## src/inc/host_event_pkg.sv

```systemverilog
// Shared constants for the host port event status block
package host_event_pkg;

  // ---------------------------------------------------------------
  // Address map
  // ---------------------------------------------------------------
  localparam int unsigned NUM_PORTS = 2;
  localparam int unsigned ADDR_W = 10;
  localparam logic [9:0] PORT_STEP = 10'h200;
  localparam logic [9:0] STATUS_OFS = 10'h140;
  localparam logic [9:0] ENABLE_OFS = 10'h150;
  localparam logic [9:0] SPEED_OFS = 10'h154;
  localparam logic [9:0] ROLE_OFS = 10'h004;

  // ---------------------------------------------------------------
  // Field positions
  // ---------------------------------------------------------------
  localparam int unsigned ATTACH_BIT = 4;
  localparam int unsigned DETACH_BIT = 3;
  localparam int unsigned WAKEUP_BIT = 2;
  localparam int unsigned GOOD_CHIRP_BIT = 1;
  localparam int unsigned BAD_CHIRP_BIT = 0;
  localparam int unsigned HOST_ROLE_BIT = 0;
  localparam logic [7:0] EVENT_MASK = 8'h1F;

  // ---------------------------------------------------------------
  // Reset values and codes
  // ---------------------------------------------------------------
  localparam logic [7:0] STATUS_RESET = 8'h00;
  localparam logic [7:0] ENABLE_RESET = 8'h00;
  localparam logic ROLE_RESET = 1'b0;
  localparam logic [1:0] SPEED_HS = 2'h0;
  localparam logic [1:0] SPEED_FS = 2'h1;
  localparam logic [1:0] SPEED_RESET = 2'h1;

endpackage

```

## src/design/port_event_logic.sv

```systemverilog
// Event status, enable and speed state of one host port
`timescale 1ns/1ns
module port_event_logic (
  input wire logic clk,
  input wire logic rst_n,
  input wire logic host_mode,
  input wire logic wr_status,
  input wire logic wr_enable,
  input wire logic [7:0] wdata,
  input wire logic attach_pulse,
  input wire logic detach_pulse,
  input wire logic wakeup_pulse,
  input wire logic good_chirp_pulse,
  input wire logic bad_chirp_pulse,
  input wire logic bus_reset,
  output logic [7:0] status,
  output logic [7:0] enable,
  output logic [1:0] port_speed,
  output logic irq
);

  logic [7:0] next_status;
  logic [7:0] next_enable;
  logic [1:0] next_speed;

  // ---------------------------------------------------------------
  // Next state
  // ---------------------------------------------------------------
  always_comb begin
    next_status = status;
    next_enable = enable;
    next_speed = port_speed;
    if (wr_status && host_mode) begin
      next_status = status & ~wdata;
    end
    next_status[host_event_pkg::ATTACH_BIT] = next_status[host_event_pkg::ATTACH_BIT] | attach_pulse;
    next_status[host_event_pkg::DETACH_BIT] = next_status[host_event_pkg::DETACH_BIT] | detach_pulse;
    next_status[host_event_pkg::WAKEUP_BIT] = next_status[host_event_pkg::WAKEUP_BIT] | wakeup_pulse;
    next_status[host_event_pkg::GOOD_CHIRP_BIT] = next_status[host_event_pkg::GOOD_CHIRP_BIT]
      | good_chirp_pulse;
    next_status[host_event_pkg::BAD_CHIRP_BIT] = next_status[host_event_pkg::BAD_CHIRP_BIT] | bad_chirp_pulse;
    next_status = next_status & host_event_pkg::EVENT_MASK;
    if (wr_enable) begin
      next_enable = wdata & host_event_pkg::EVENT_MASK;
    end
    if (bus_reset && status[host_event_pkg::GOOD_CHIRP_BIT]) begin
      next_speed = host_event_pkg::SPEED_HS;
    end
  end

  always_ff @(posedge clk or negedge rst_n) begin
    if (!rst_n) begin
      status <= host_event_pkg::STATUS_RESET;
      enable <= host_event_pkg::ENABLE_RESET;
      port_speed <= host_event_pkg::SPEED_RESET;
    end else begin
      status <= next_status;
      enable <= next_enable;
      port_speed <= next_speed;
    end
  end

  assign irq = |(status & enable);

  // ---------------------------------------------------------------
  // Checks
  // ---------------------------------------------------------------
  attach_sets_a: assert property (@(posedge clk) disable iff (!rst_n)
    attach_pulse |=> status[host_event_pkg::ATTACH_BIT])
    else $error("attach event not latched");

  set_beats_clear_a: assert property (@(posedge clk) disable iff (!rst_n)
    (wr_status && host_mode && wdata[host_event_pkg::DETACH_BIT] && detach_pulse)
    |=> status[host_event_pkg::DETACH_BIT])
    else $error("detach event lost under clear");

  clear_one_a: assert property (@(posedge clk) disable iff (!rst_n)
    (wr_status && host_mode && wdata[host_event_pkg::WAKEUP_BIT] && !wakeup_pulse)
    |=> !status[host_event_pkg::WAKEUP_BIT])
    else $error("wakeup bit not cleared by one");

  zero_keeps_a: assert property (@(posedge clk) disable iff (!rst_n)
    (wr_status && !wdata[host_event_pkg::BAD_CHIRP_BIT] && status[host_event_pkg::BAD_CHIRP_BIT])
    |=> status[host_event_pkg::BAD_CHIRP_BIT])
    else $error("bad chirp bit lost on zero write");

  guest_no_clear_a: assert property (@(posedge clk) disable iff (!rst_n)
    (wr_status && !host_mode) |=> ((status & $past(status)) == $past(status)))
    else $error("status cleared outside host mode");

  chirp_speed_a: assert property (@(posedge clk) disable iff (!rst_n)
    (bus_reset && status[host_event_pkg::GOOD_CHIRP_BIT]) |=> (port_speed == host_event_pkg::SPEED_HS))
    else $error("speed not high after good chirp");

  reserved_zero_a: assert property (@(posedge clk) disable iff (!rst_n)
    status[7:5] == 3'h0 ##0 enable[7:5] == 3'h0)
    else $error("reserved bits not zero");

  good_chirp_set_a: assert property (@(posedge clk) disable iff (!rst_n)
    good_chirp_pulse |=> status[host_event_pkg::GOOD_CHIRP_BIT])
    else $error("good chirp not latched");

endmodule

```

## src/design/host_port_event_status.sv

```systemverilog
// Host port event status registers for two ports behind an Avalon-MM slave
// ---------------------------------------------------------------
// What this block does
// Writing one to an event bit clears it, writing zero keeps it, and a read returns the latched events.
// A cable attach on the host port sets event bit 4.
// A cable detach on the host port sets event bit 3.
// A remote wakeup from a suspended device sets event bit 2.
// A valid chirp response from the device sets event bit 1.
// An erroneous chirp from the device sets event bit 0.
// During bus reset a set good chirp bit loads the port speed with high speed (00b).
// Software clears the good chirp bit on every detach so a stale value cannot pick high speed.
// Event bits 4 to 0 can be neither read nor cleared unless the host role bit is one.
// Before leaving host mode software clears the event bits and then drops the enables.
// On entering host mode software clears the event bits before setting the enables.
// Each of the two ports has its own event status register at 140h from a port base of 000h or 200h.
// The active-low interrupt output is asserted while any event bit and its enable are both set.
// Reserved bits 7 to 5 read as zero and ignore writes.
// ---------------------------------------------------------------
//
// Implementation choice: the Avalon-MM slave port.
`timescale 1ns/1ns
module host_port_event_status #(
  parameter int unsigned NUM_PORTS = host_event_pkg::NUM_PORTS,
  parameter int unsigned ADDR_W = host_event_pkg::ADDR_W
) (
  input wire logic clk,
  input wire logic rst_n,
  input wire logic [ADDR_W-1:0] address,
  input wire logic read,
  input wire logic write,
  input wire logic [31:0] writedata,
  input wire logic [3:0] byteenable,
  output logic [31:0] readdata,
  output logic waitrequest,
  input wire logic [NUM_PORTS-1:0] cable_attach_event,
  input wire logic [NUM_PORTS-1:0] cable_detach_event,
  input wire logic [NUM_PORTS-1:0] remote_wakeup_event,
  input wire logic [NUM_PORTS-1:0] good_chirp_event,
  input wire logic [NUM_PORTS-1:0] bad_chirp_event,
  input wire logic [NUM_PORTS-1:0] bus_reset_active,
  output logic [NUM_PORTS-1:0][1:0] port_speed_field,
  output logic host_role_bit,
  output logic irq_out_n
);

  // ---------------------------------------------------------------
  // Parameter check
  // ---------------------------------------------------------------
  if (NUM_PORTS < 1 || NUM_PORTS > 2 || ADDR_W != 10) begin : g_bad_param
    $error("port count must be 1 or 2 and address width 10");
  end

  // ---------------------------------------------------------------
  // Reset release
  // ---------------------------------------------------------------
  logic rst_meta_n;
  logic rst_sync_n;

  always_ff @(posedge clk or negedge rst_n) begin
    if (!rst_n) begin
      rst_meta_n <= 1'b0;
      rst_sync_n <= 1'b0;
    end else begin
      rst_meta_n <= 1'b1;
      rst_sync_n <= rst_meta_n;
    end
  end

  // ---------------------------------------------------------------
  // Address decode
  // ---------------------------------------------------------------
  function automatic logic hit(input logic [9:0] addr, input int unsigned port, input logic [9:0] ofs);
    logic [9:0] base;
    base = port[0] ? host_event_pkg::PORT_STEP : 10'h000;
    return addr == (base + ofs);
  endfunction

  // ---------------------------------------------------------------
  // Bus handshake
  // ---------------------------------------------------------------
  logic ack;
  logic next_ack;
  logic [31:0] next_readdata;
  logic next_role;
  logic req;
  logic wr_lane;
  logic [7:0] wbyte;

  assign req = read | write;
  assign wr_lane = write & ack & byteenable[0];
  assign wbyte = writedata[7:0];
  assign waitrequest = req & ~ack;

  // ---------------------------------------------------------------
  // Per-port state
  // ---------------------------------------------------------------
  logic [NUM_PORTS-1:0][7:0] status;
  logic [NUM_PORTS-1:0][7:0] enable;
  logic [NUM_PORTS-1:0] irq;
  logic [NUM_PORTS-1:0] wr_status;
  logic [NUM_PORTS-1:0] wr_enable;

  for (genvar p = 0; p < NUM_PORTS; p++) begin : g_port
    assign wr_status[p] = wr_lane & hit(address, p, host_event_pkg::STATUS_OFS);
    assign wr_enable[p] = wr_lane & hit(address, p, host_event_pkg::ENABLE_OFS);

    port_event_logic u_port (
      .clk(clk),
      .rst_n(rst_sync_n),
      .host_mode(host_role_bit),
      .wr_status(wr_status[p]),
      .wr_enable(wr_enable[p]),
      .wdata(wbyte),
      .attach_pulse(cable_attach_event[p]),
      .detach_pulse(cable_detach_event[p]),
      .wakeup_pulse(remote_wakeup_event[p]),
      .good_chirp_pulse(good_chirp_event[p]),
      .bad_chirp_pulse(bad_chirp_event[p]),
      .bus_reset(bus_reset_active[p]),
      .status(status[p]),
      .enable(enable[p]),
      .port_speed(port_speed_field[p]),
      .irq(irq[p])
    );
  end

  // ---------------------------------------------------------------
  // Next bus state
  // ---------------------------------------------------------------
  always_comb begin
    next_ack = req & ~ack;
    next_role = host_role_bit;
    next_readdata = readdata;
    if (wr_lane && hit(address, 0, host_event_pkg::ROLE_OFS)) begin
      next_role = wbyte[host_event_pkg::HOST_ROLE_BIT];
    end
    if (read && !ack) begin
      next_readdata = 32'h0000_0000;
      if (hit(address, 0, host_event_pkg::ROLE_OFS)) begin
        next_readdata[host_event_pkg::HOST_ROLE_BIT] = host_role_bit;
      end
      for (int unsigned p = 0; p < NUM_PORTS; p++) begin
        if (hit(address, p, host_event_pkg::STATUS_OFS) && host_role_bit) begin
          next_readdata[7:0] = status[p];
        end
        if (hit(address, p, host_event_pkg::ENABLE_OFS)) begin
          next_readdata[7:0] = enable[p];
        end
        if (hit(address, p, host_event_pkg::SPEED_OFS)) begin
          next_readdata[1:0] = port_speed_field[p];
        end
      end
    end
  end

  always_ff @(posedge clk or negedge rst_sync_n) begin
    if (!rst_sync_n) begin
      ack <= 1'b0;
      host_role_bit <= host_event_pkg::ROLE_RESET;
      readdata <= 32'h0000_0000;
    end else begin
      ack <= next_ack;
      host_role_bit <= next_role;
      readdata <= next_readdata;
    end
  end

  // ---------------------------------------------------------------
  // Interrupt
  // ---------------------------------------------------------------
  assign irq_out_n = ~(|irq);

  // ---------------------------------------------------------------
  // Checks
  // ---------------------------------------------------------------
  one_wait_a: assert property (@(posedge clk) disable iff (!rst_sync_n)
    ($rose(req) && !ack) |-> waitrequest ##1 !waitrequest)
    else $error("answer not after one wait cycle");

  guest_read_a: assert property (@(posedge clk) disable iff (!rst_sync_n)
    (read && !waitrequest && !host_role_bit && hit(address, 0, host_event_pkg::STATUS_OFS)
    && $stable(host_role_bit)) |-> readdata == 32'h0000_0000)
    else $error("status readable outside host mode");

  status_read_a: assert property (@(posedge clk) disable iff (!rst_sync_n)
    (read && !ack && host_role_bit && hit(address, 0, host_event_pkg::STATUS_OFS))
    |=> readdata[7:0] == $past(status[0]))
    else $error("status read value wrong");

  irq_level_a: assert property (@(posedge clk) disable iff (!rst_sync_n)
    (|(status[0] & enable[0])) |-> !irq_out_n)
    else $error("interrupt not asserted");

  irq_quiet_a: assert property (@(posedge clk) disable iff (!rst_sync_n)
    (status[0] & enable[0]) == 8'h00 && (NUM_PORTS == 1 || (status[NUM_PORTS-1] & enable[NUM_PORTS-1]) == 8'h00)
    |-> irq_out_n)
    else $error("interrupt with nothing pending");

  second_port_a: assert property (@(posedge clk) disable iff (!rst_sync_n)
    (NUM_PORTS == 2 && write && !waitrequest && byteenable[0]
    && address == host_event_pkg::STATUS_OFS + host_event_pkg::PORT_STEP) |-> wr_status[NUM_PORTS-1])
    else $error("second port status not decoded");

  ack_follows_a: assert property (@(posedge clk) disable iff (!rst_sync_n)
    (req && !ack) |=> ack)
    else $error("request not answered");

  ack_idle_a: assert property (@(posedge clk) disable iff (!rst_sync_n)
    !req |=> !ack)
    else $error("answer without request");

  ack_single_a: assert property (@(posedge clk) disable iff (!rst_sync_n)
    ack |=> !ack)
    else $error("answer held too long");

  readdata_hold_a: assert property (@(posedge clk) disable iff (!rst_sync_n)
    !(read && !ack) |=> $stable(readdata))
    else $error("read data changed without a read");

  upper_zero_a: assert property (@(posedge clk) disable iff (!rst_sync_n)
    readdata[31:8] == 24'h000000)
    else $error("read data upper bits not zero");

  guest_read1_a: assert property (@(posedge clk) disable iff (!rst_sync_n)
    (read && !waitrequest && !host_role_bit && hit(address, 1, host_event_pkg::STATUS_OFS)
    && $stable(host_role_bit)) |-> readdata == 32'h0000_0000)
    else $error("second port status readable outside host mode");

  status_read1_a: assert property (@(posedge clk) disable iff (!rst_sync_n)
    (NUM_PORTS == 2 && read && !ack && host_role_bit && hit(address, 1, host_event_pkg::STATUS_OFS))
    |=> readdata[7:0] == $past(status[NUM_PORTS-1]))
    else $error("second port status read value wrong");

  enable_read_a: assert property (@(posedge clk) disable iff (!rst_sync_n)
    (read && !ack && hit(address, 0, host_event_pkg::ENABLE_OFS)) |=> readdata[7:0] == $past(enable[0]))
    else $error("enable read value wrong");

  enable_read1_a: assert property (@(posedge clk) disable iff (!rst_sync_n)
    (NUM_PORTS == 2 && read && !ack && hit(address, 1, host_event_pkg::ENABLE_OFS))
    |=> readdata[7:0] == $past(enable[NUM_PORTS-1]))
    else $error("second port enable read value wrong");

  speed_read_a: assert property (@(posedge clk) disable iff (!rst_sync_n)
    (read && !ack && hit(address, 0, host_event_pkg::SPEED_OFS))
    |=> readdata == {30'h0, $past(port_speed_field[0])})
    else $error("speed read value wrong");

  speed_read1_a: assert property (@(posedge clk) disable iff (!rst_sync_n)
    (NUM_PORTS == 2 && read && !ack && hit(address, 1, host_event_pkg::SPEED_OFS))
    |=> readdata == {30'h0, $past(port_speed_field[NUM_PORTS-1])})
    else $error("second port speed read value wrong");

  unmapped_zero_a: assert property (@(posedge clk) disable iff (!rst_sync_n)
    (read && !ack && !hit(address, 0, host_event_pkg::ROLE_OFS)
    && !hit(address, 0, host_event_pkg::STATUS_OFS) && !hit(address, 1, host_event_pkg::STATUS_OFS)
    && !hit(address, 0, host_event_pkg::ENABLE_OFS) && !hit(address, 1, host_event_pkg::ENABLE_OFS)
    && !hit(address, 0, host_event_pkg::SPEED_OFS) && !hit(address, 1, host_event_pkg::SPEED_OFS))
    |=> readdata == 32'h0000_0000)
    else $error("unmapped address read not zero");

  role_write_a: assert property (@(posedge clk) disable iff (!rst_sync_n)
    (write && ack && byteenable[0] && hit(address, 0, host_event_pkg::ROLE_OFS))
    |=> host_role_bit == $past(writedata[host_event_pkg::HOST_ROLE_BIT]))
    else $error("role bit not written");

  role_keep_a: assert property (@(posedge clk) disable iff (!rst_sync_n)
    !(write && ack && byteenable[0] && hit(address, 0, host_event_pkg::ROLE_OFS)) |=> $stable(host_role_bit))
    else $error("role bit changed without a write");

  enable_write_a: assert property (@(posedge clk) disable iff (!rst_sync_n)
    (write && ack && byteenable[0] && hit(address, 0, host_event_pkg::ENABLE_OFS))
    |=> enable[0] == ($past(writedata[7:0]) & host_event_pkg::EVENT_MASK))
    else $error("enable write wrong");

  enable_write1_a: assert property (@(posedge clk) disable iff (!rst_sync_n)
    (NUM_PORTS == 2 && write && ack && byteenable[0] && hit(address, 1, host_event_pkg::ENABLE_OFS))
    |=> enable[NUM_PORTS-1] == ($past(writedata[7:0]) & host_event_pkg::EVENT_MASK))
    else $error("second port enable write wrong");

  lane_guard_a: assert property (@(posedge clk) disable iff (!rst_sync_n)
    (write && !byteenable[0]) |=> ($stable(enable[0]) && $stable(host_role_bit)))
    else $error("write without byte lane took effect");

  host_clear0_a: assert property (@(posedge clk) disable iff (!rst_sync_n)
    (write && ack && byteenable[0] && host_role_bit && hit(address, 0, host_event_pkg::STATUS_OFS)
    && writedata[host_event_pkg::ATTACH_BIT] && !cable_attach_event[0])
    |=> !status[0][host_event_pkg::ATTACH_BIT])
    else $error("attach bit not cleared by bus write");

  host_clear1_a: assert property (@(posedge clk) disable iff (!rst_sync_n)
    (NUM_PORTS == 2 && write && ack && byteenable[0] && host_role_bit
    && hit(address, 1, host_event_pkg::STATUS_OFS) && writedata[host_event_pkg::DETACH_BIT]
    && !cable_detach_event[NUM_PORTS-1]) |=> !status[NUM_PORTS-1][host_event_pkg::DETACH_BIT])
    else $error("detach bit not cleared by bus write");

  irq_port1_a: assert property (@(posedge clk) disable iff (!rst_sync_n)
    (|(status[NUM_PORTS-1] & enable[NUM_PORTS-1])) |-> !irq_out_n)
    else $error("interrupt not asserted for second port");

  speed_hold_a: assert property (@(posedge clk) disable iff (!rst_sync_n)
    !(bus_reset_active[0] && status[0][host_event_pkg::GOOD_CHIRP_BIT]) |=> $stable(port_speed_field[0]))
    else $error("speed changed without chirp in bus reset");

  speed_hold1_a: assert property (@(posedge clk) disable iff (!rst_sync_n)
    !(bus_reset_active[NUM_PORTS-1] && status[NUM_PORTS-1][host_event_pkg::GOOD_CHIRP_BIT])
    |=> $stable(port_speed_field[NUM_PORTS-1]))
    else $error("second port speed changed without chirp");

endmodule

```

## config.mk

```make
export PLATFORM = sky130hd
export DESIGN_NAME = host_port_event_status
export DESIGN_NICKNAME = d
export VERILOG_FILES = /design/src/inc/host_event_pkg.sv /design/src/design/port_event_logic.sv /design/src/design/host_port_event_status.sv
export SDC_FILE = /design/constraint.sdc
export NUM_CORES = 1
export LEC_CHECK = 0
export ABC_AREA = 1
export ABC_CLOCK_PERIOD_IN_PS = 1050
export BUFFER_PORTS_ARGS = -buffer_cell sky130_fd_sc_hd__clkbuf_2
export CORE_ASPECT_RATIO = 1.25
export CORE_UTILIZATION = 43
export DETAILED_ROUTE_END_ITERATION = 10
export PLACE_DENSITY = 0.81
export SYNTH_ARGS = -nofsm -noshare
export SYNTH_HDL_FRONTEND = slang
export SYNTH_HIERARCHICAL = 1
export SYNTH_SLANG_ARGS = --single-unit
```

## constraint.sdc

```tcl
create_clock -name clk -period 1.05 [get_ports clk]
set_input_delay 0.21 -clock clk [delete_from_list [all_inputs] [get_ports clk]]
set_output_delay 0.21 -clock clk [all_outputs]
set_load 0.01 [all_outputs]
```

==> Implementation_results.wiki <==
{| class="wikitable"
! Metric !! Value
|-
| Status || complete, but fails checks
|-
| Failing checks || negative setup slack
|-
| Power per cell area || 940 nW/um2
|-
| Site row count || 28
|-
| Area share of xor/xnor cells in the synthesized design || 0%
|-
| Number of port buffers || 44
|-
| Synthesized cell area || 2190 um2
|-
| Most common cell after layout, fill and taps aside || sky130_fd_sc_hd__nand2_1
|-
| Global-route wire length before repair || 9.49 mm
|-
| GRT Overall Usage || 23.8%
|-
| Crit-path max FO || 2
|-
| Unrepaired setup endpoints after global routing || true
|-
| Avg Inst Size Synth || 7.24 um2
|-
| Count of unique library cells instantiated by Yosys || 24
|-
| Max-cap check violation count || 0
|-
| Clock tree from TritonCTS || done
|-
| Antenna violations before repair || 0
|-
| Num CTS Buffers || 5
|-
| Synthesized-area fraction occupied by and/or/nand/nor cells || 35.1%
|-
| Diode insertion count for antenna repair || 0
|-
| Die outline height || 81.7 um
|-
| Post-route clock period utilization || 136%
|-
| Hold WC Path Type || input port to register
|-
| Fraction of layout cells with a size suffix above 1 || 43.5%
|-
| Die extent in x || 65.8 um
|-
| DRT Pass-1 Iters || 5
|-
| Setup WS post-layout || -0.373 ns
|-
| Gp weighted congestion || 0.896
|-
| Max clock buf depth || 2
|-
| Number of nets with antenna violations after detailed routing || 0
|-
| Initial core utilization || 45.5%
|-
| Worst-case vdd ir drop || 0.816 mV
|-
| Total instance count after detailed placement || 439
|-
| H-tree depth || 2
|-
| Routed via count || 2215
|-
| Share of cell area taken by muxes after synthesis || 0%
|-
| Number of pins with negative max-slew slack in the final report || 0
|-
| Area Growth Syn to Fin || 47.7%
|-
| Clk Tree Root Cell || sky130_fd_sc_hd__clkbuf_8
|-
| # nets final || 470
|-
| Area inside the core boundary || 4800 um2
|-
| Post-CTS clock slew at the launch and capture registers of the worst setup and hold paths || 0.07 ns
|-
| Num ports || 101
|-
| Synthesized flop and latch total || 34
|-
| Data required time at the worst endpoint || 0.84 ns
|-
| # DRC || 0
|-
| Final setup violation count || 33
|-
| Peak clock frequency supported by timing || 703 MHz
|-
| Time the worst path needs with I/O delays and setup || 1.42 ns
|-
| Met3 layer usage reported by global route || 5.56%
|-
| Setup TNS || -4.14 ns
|-
| Largest family of logic cells by synthesized area || simple AND/OR/NAND/NOR gates
|-
| Remaining Overflow, GRT || 0
|-
| CP arrival || 1.21 ns
|-
| Clk_lat worst skew || 0.30 ns
|-
| Final Skew || 0.00533 ns
|-
| Compound-cell area share of the yosys netlist || 3.61%
|-
| Clock Sinks || 34
|-
| Starting DRC count in detailed routing || 92
|-
| Top library cells by usage in the layout, fill and taps aside || 78 x sky130_fd_sc_hd__nand2_1, 44 x sky130_fd_sc_hd__buf_4, 39 x sky130_fd_sc_hd__inv_1, 39 x sky130_fd_sc_hd__conb_1, 39 x sky130_fd_sc_hd__clkbuf_2
|-
| Largest net degree at the start of global routing || 33
|-
| Worst setup EP type || output port
|-
| Synth Area in Adders || 0%
|-
| Worst setup SP type || register
|-
| Non-Filler Instances || 469
|-
| Share of the yosys chip area belonging to registers || 39.0%
|-
| Number of endpoints with negative hold slack in the final report || 0
|-
| Leakage power figure || 0.00180 uW
|-
| Critical setup path kind || register to output port
|-
| Area of the die || 5370 um2
|-
| Via count of the first global-routing pass || 2145
|-
| Detailed-placement wirelength estimate || 3.87 mm
|-
| Count of yosys warnings during synthesis || 6
|-
| Met2 Usage GRT || 42.8%
|-
| Vias per std cell || 4.72
|-
| Gr busiest metal || met2
|-
| Synth Instances || 302
|-
| Total power consumption of the routed design || 3040 uW
|-
| WL final || 6.19 mm
|-
| Global routing usage on met1 || 25.2%
|-
| WL/cell || 13.2 um
|}
-- through the flow --
step                hold slack [ns]  setup WS, ns  area, um2  util, %
finish                       0.0584        -0.373       3230     67.3
global route                 0.0604        -0.481       3230     67.3
detailed placement         -0.00293        -0.337       2660     55.4
CTS                          0.0657        -0.359       3050     63.5
floorplan                   -0.0856       -0.0547       2370        -
global placement           -0.00433        -0.274       2660     55.4
-- critical path, stage by stage (launching register included) --
cell                      delay [ns]
sky130_fd_sc_hd__dfrtp_1        0.40
sky130_fd_sc_hd__nand2_1        0.09
sky130_fd_sc_hd__inv_1          0.05
sky130_fd_sc_hd__nor2_1         0.09
sky130_fd_sc_hd__nand2_1        0.07
sky130_fd_sc_hd__nor2_1         0.09
sky130_fd_sc_hd__buf_2          0.13
-- flip-flops by register name, summed over array words and instances, names as in the netlist --
| register | cells |
|---|---|
| g_port.u_port/port_speed | 2 |
| rst_meta_n | 1 |
| ack | 1 |
| rst_sync_n | 1 |
| g_port.u_port/enable | 10 |
| readdata | 8 |
| g_port.u_port/status | 10 |
| host_role_bit | 1 |
-- cells in the mapped netlist (all sizes together) --
cell type    n  area [um2]
clkinv       2        8.75
dfrtp       32         801
inv         40         150
nor4         1        6.26
nand2      103         404
dfstp        2        52.6
nand4       12        75.1
conb         4        15.0
buf         41         313
or2          1        6.26
a21boi       2        15.0
o21ai       11        55.1
nor2        27         160
a41oi        1        8.76
nand3       23         115
-- layout make-up --
| cell class | count | area [um2] |
|---|---|---|
| Tap cell | 60 | 75.1 |
| Inverter | 42 | 168 |
| Sequential cell | 34 | 856 |
| Multi-Input combinational cell | 220 | 1230 |
| Clock inverter | 1 | 30.0 |
| Clock buffer | 7 | 86.3 |
| Timing Repair Buffer | 105 | 785 |
| Fill cell | 352 | 1570 |
-- power by group --
| group | internal, uW | switching [uW] |
|---|---|---|
| logic | 166 | 261 |
| registers | 1330 | 15.2 |
| clock network | 774 | 489 |
-- repair_timing --
| action | in CTS | in global routing |
|---|---|---|
| hold endpoints to repair | 2 | 0 |
| resized for setup | 41 | 39 |
| gates cloned | 2 | 0 |
| pin swaps | 33 | 25 |
| setup endpoints to repair | 30 | 37 |
| buffers inserted | 12 | 7 |
| hold buffers | 1 | 0 |
-- final timing paths --
check                           depth (start not counted)                              to                        from  slack (ns)
worst max-delay path                                    6                       irq_out_n  g_port[0].u_port/status[3]       -0.37
worst min-delay path                                    2  g_port[0].u_port/port_speed[0]         bus_reset_active[0]        0.06
worst max register to register                          6      g_port[0].u_port/status[2]                         ack       -0.20
worst min register to register                          1      g_port[1].u_port/enable[3]                  rst_sync_n        0.22
max in group asynchronous                               1  g_port[1].u_port/port_speed[0]                  rst_sync_n        0.58
min in group asynchronous                               1      g_port[1].u_port/enable[3]                  rst_sync_n        0.22
-- cell families after synthesis --
group / Yosys count
AND/OR/NAND/NOR: 167
buffers and inverters: 83
flip-flops: 34
AO/OA/AOI/OAI: 14
other: 4
-- per-layer routing --
metal	share of wire (%)	vias up	wire, um
met4	3.6	0	226
li1	-	1068	-
met5	0	-	0
met1	37	1019	2310
met2	53	104	3290
met3	5.9	24	366
Note: power is estimated with default switching activity, not from simulation.
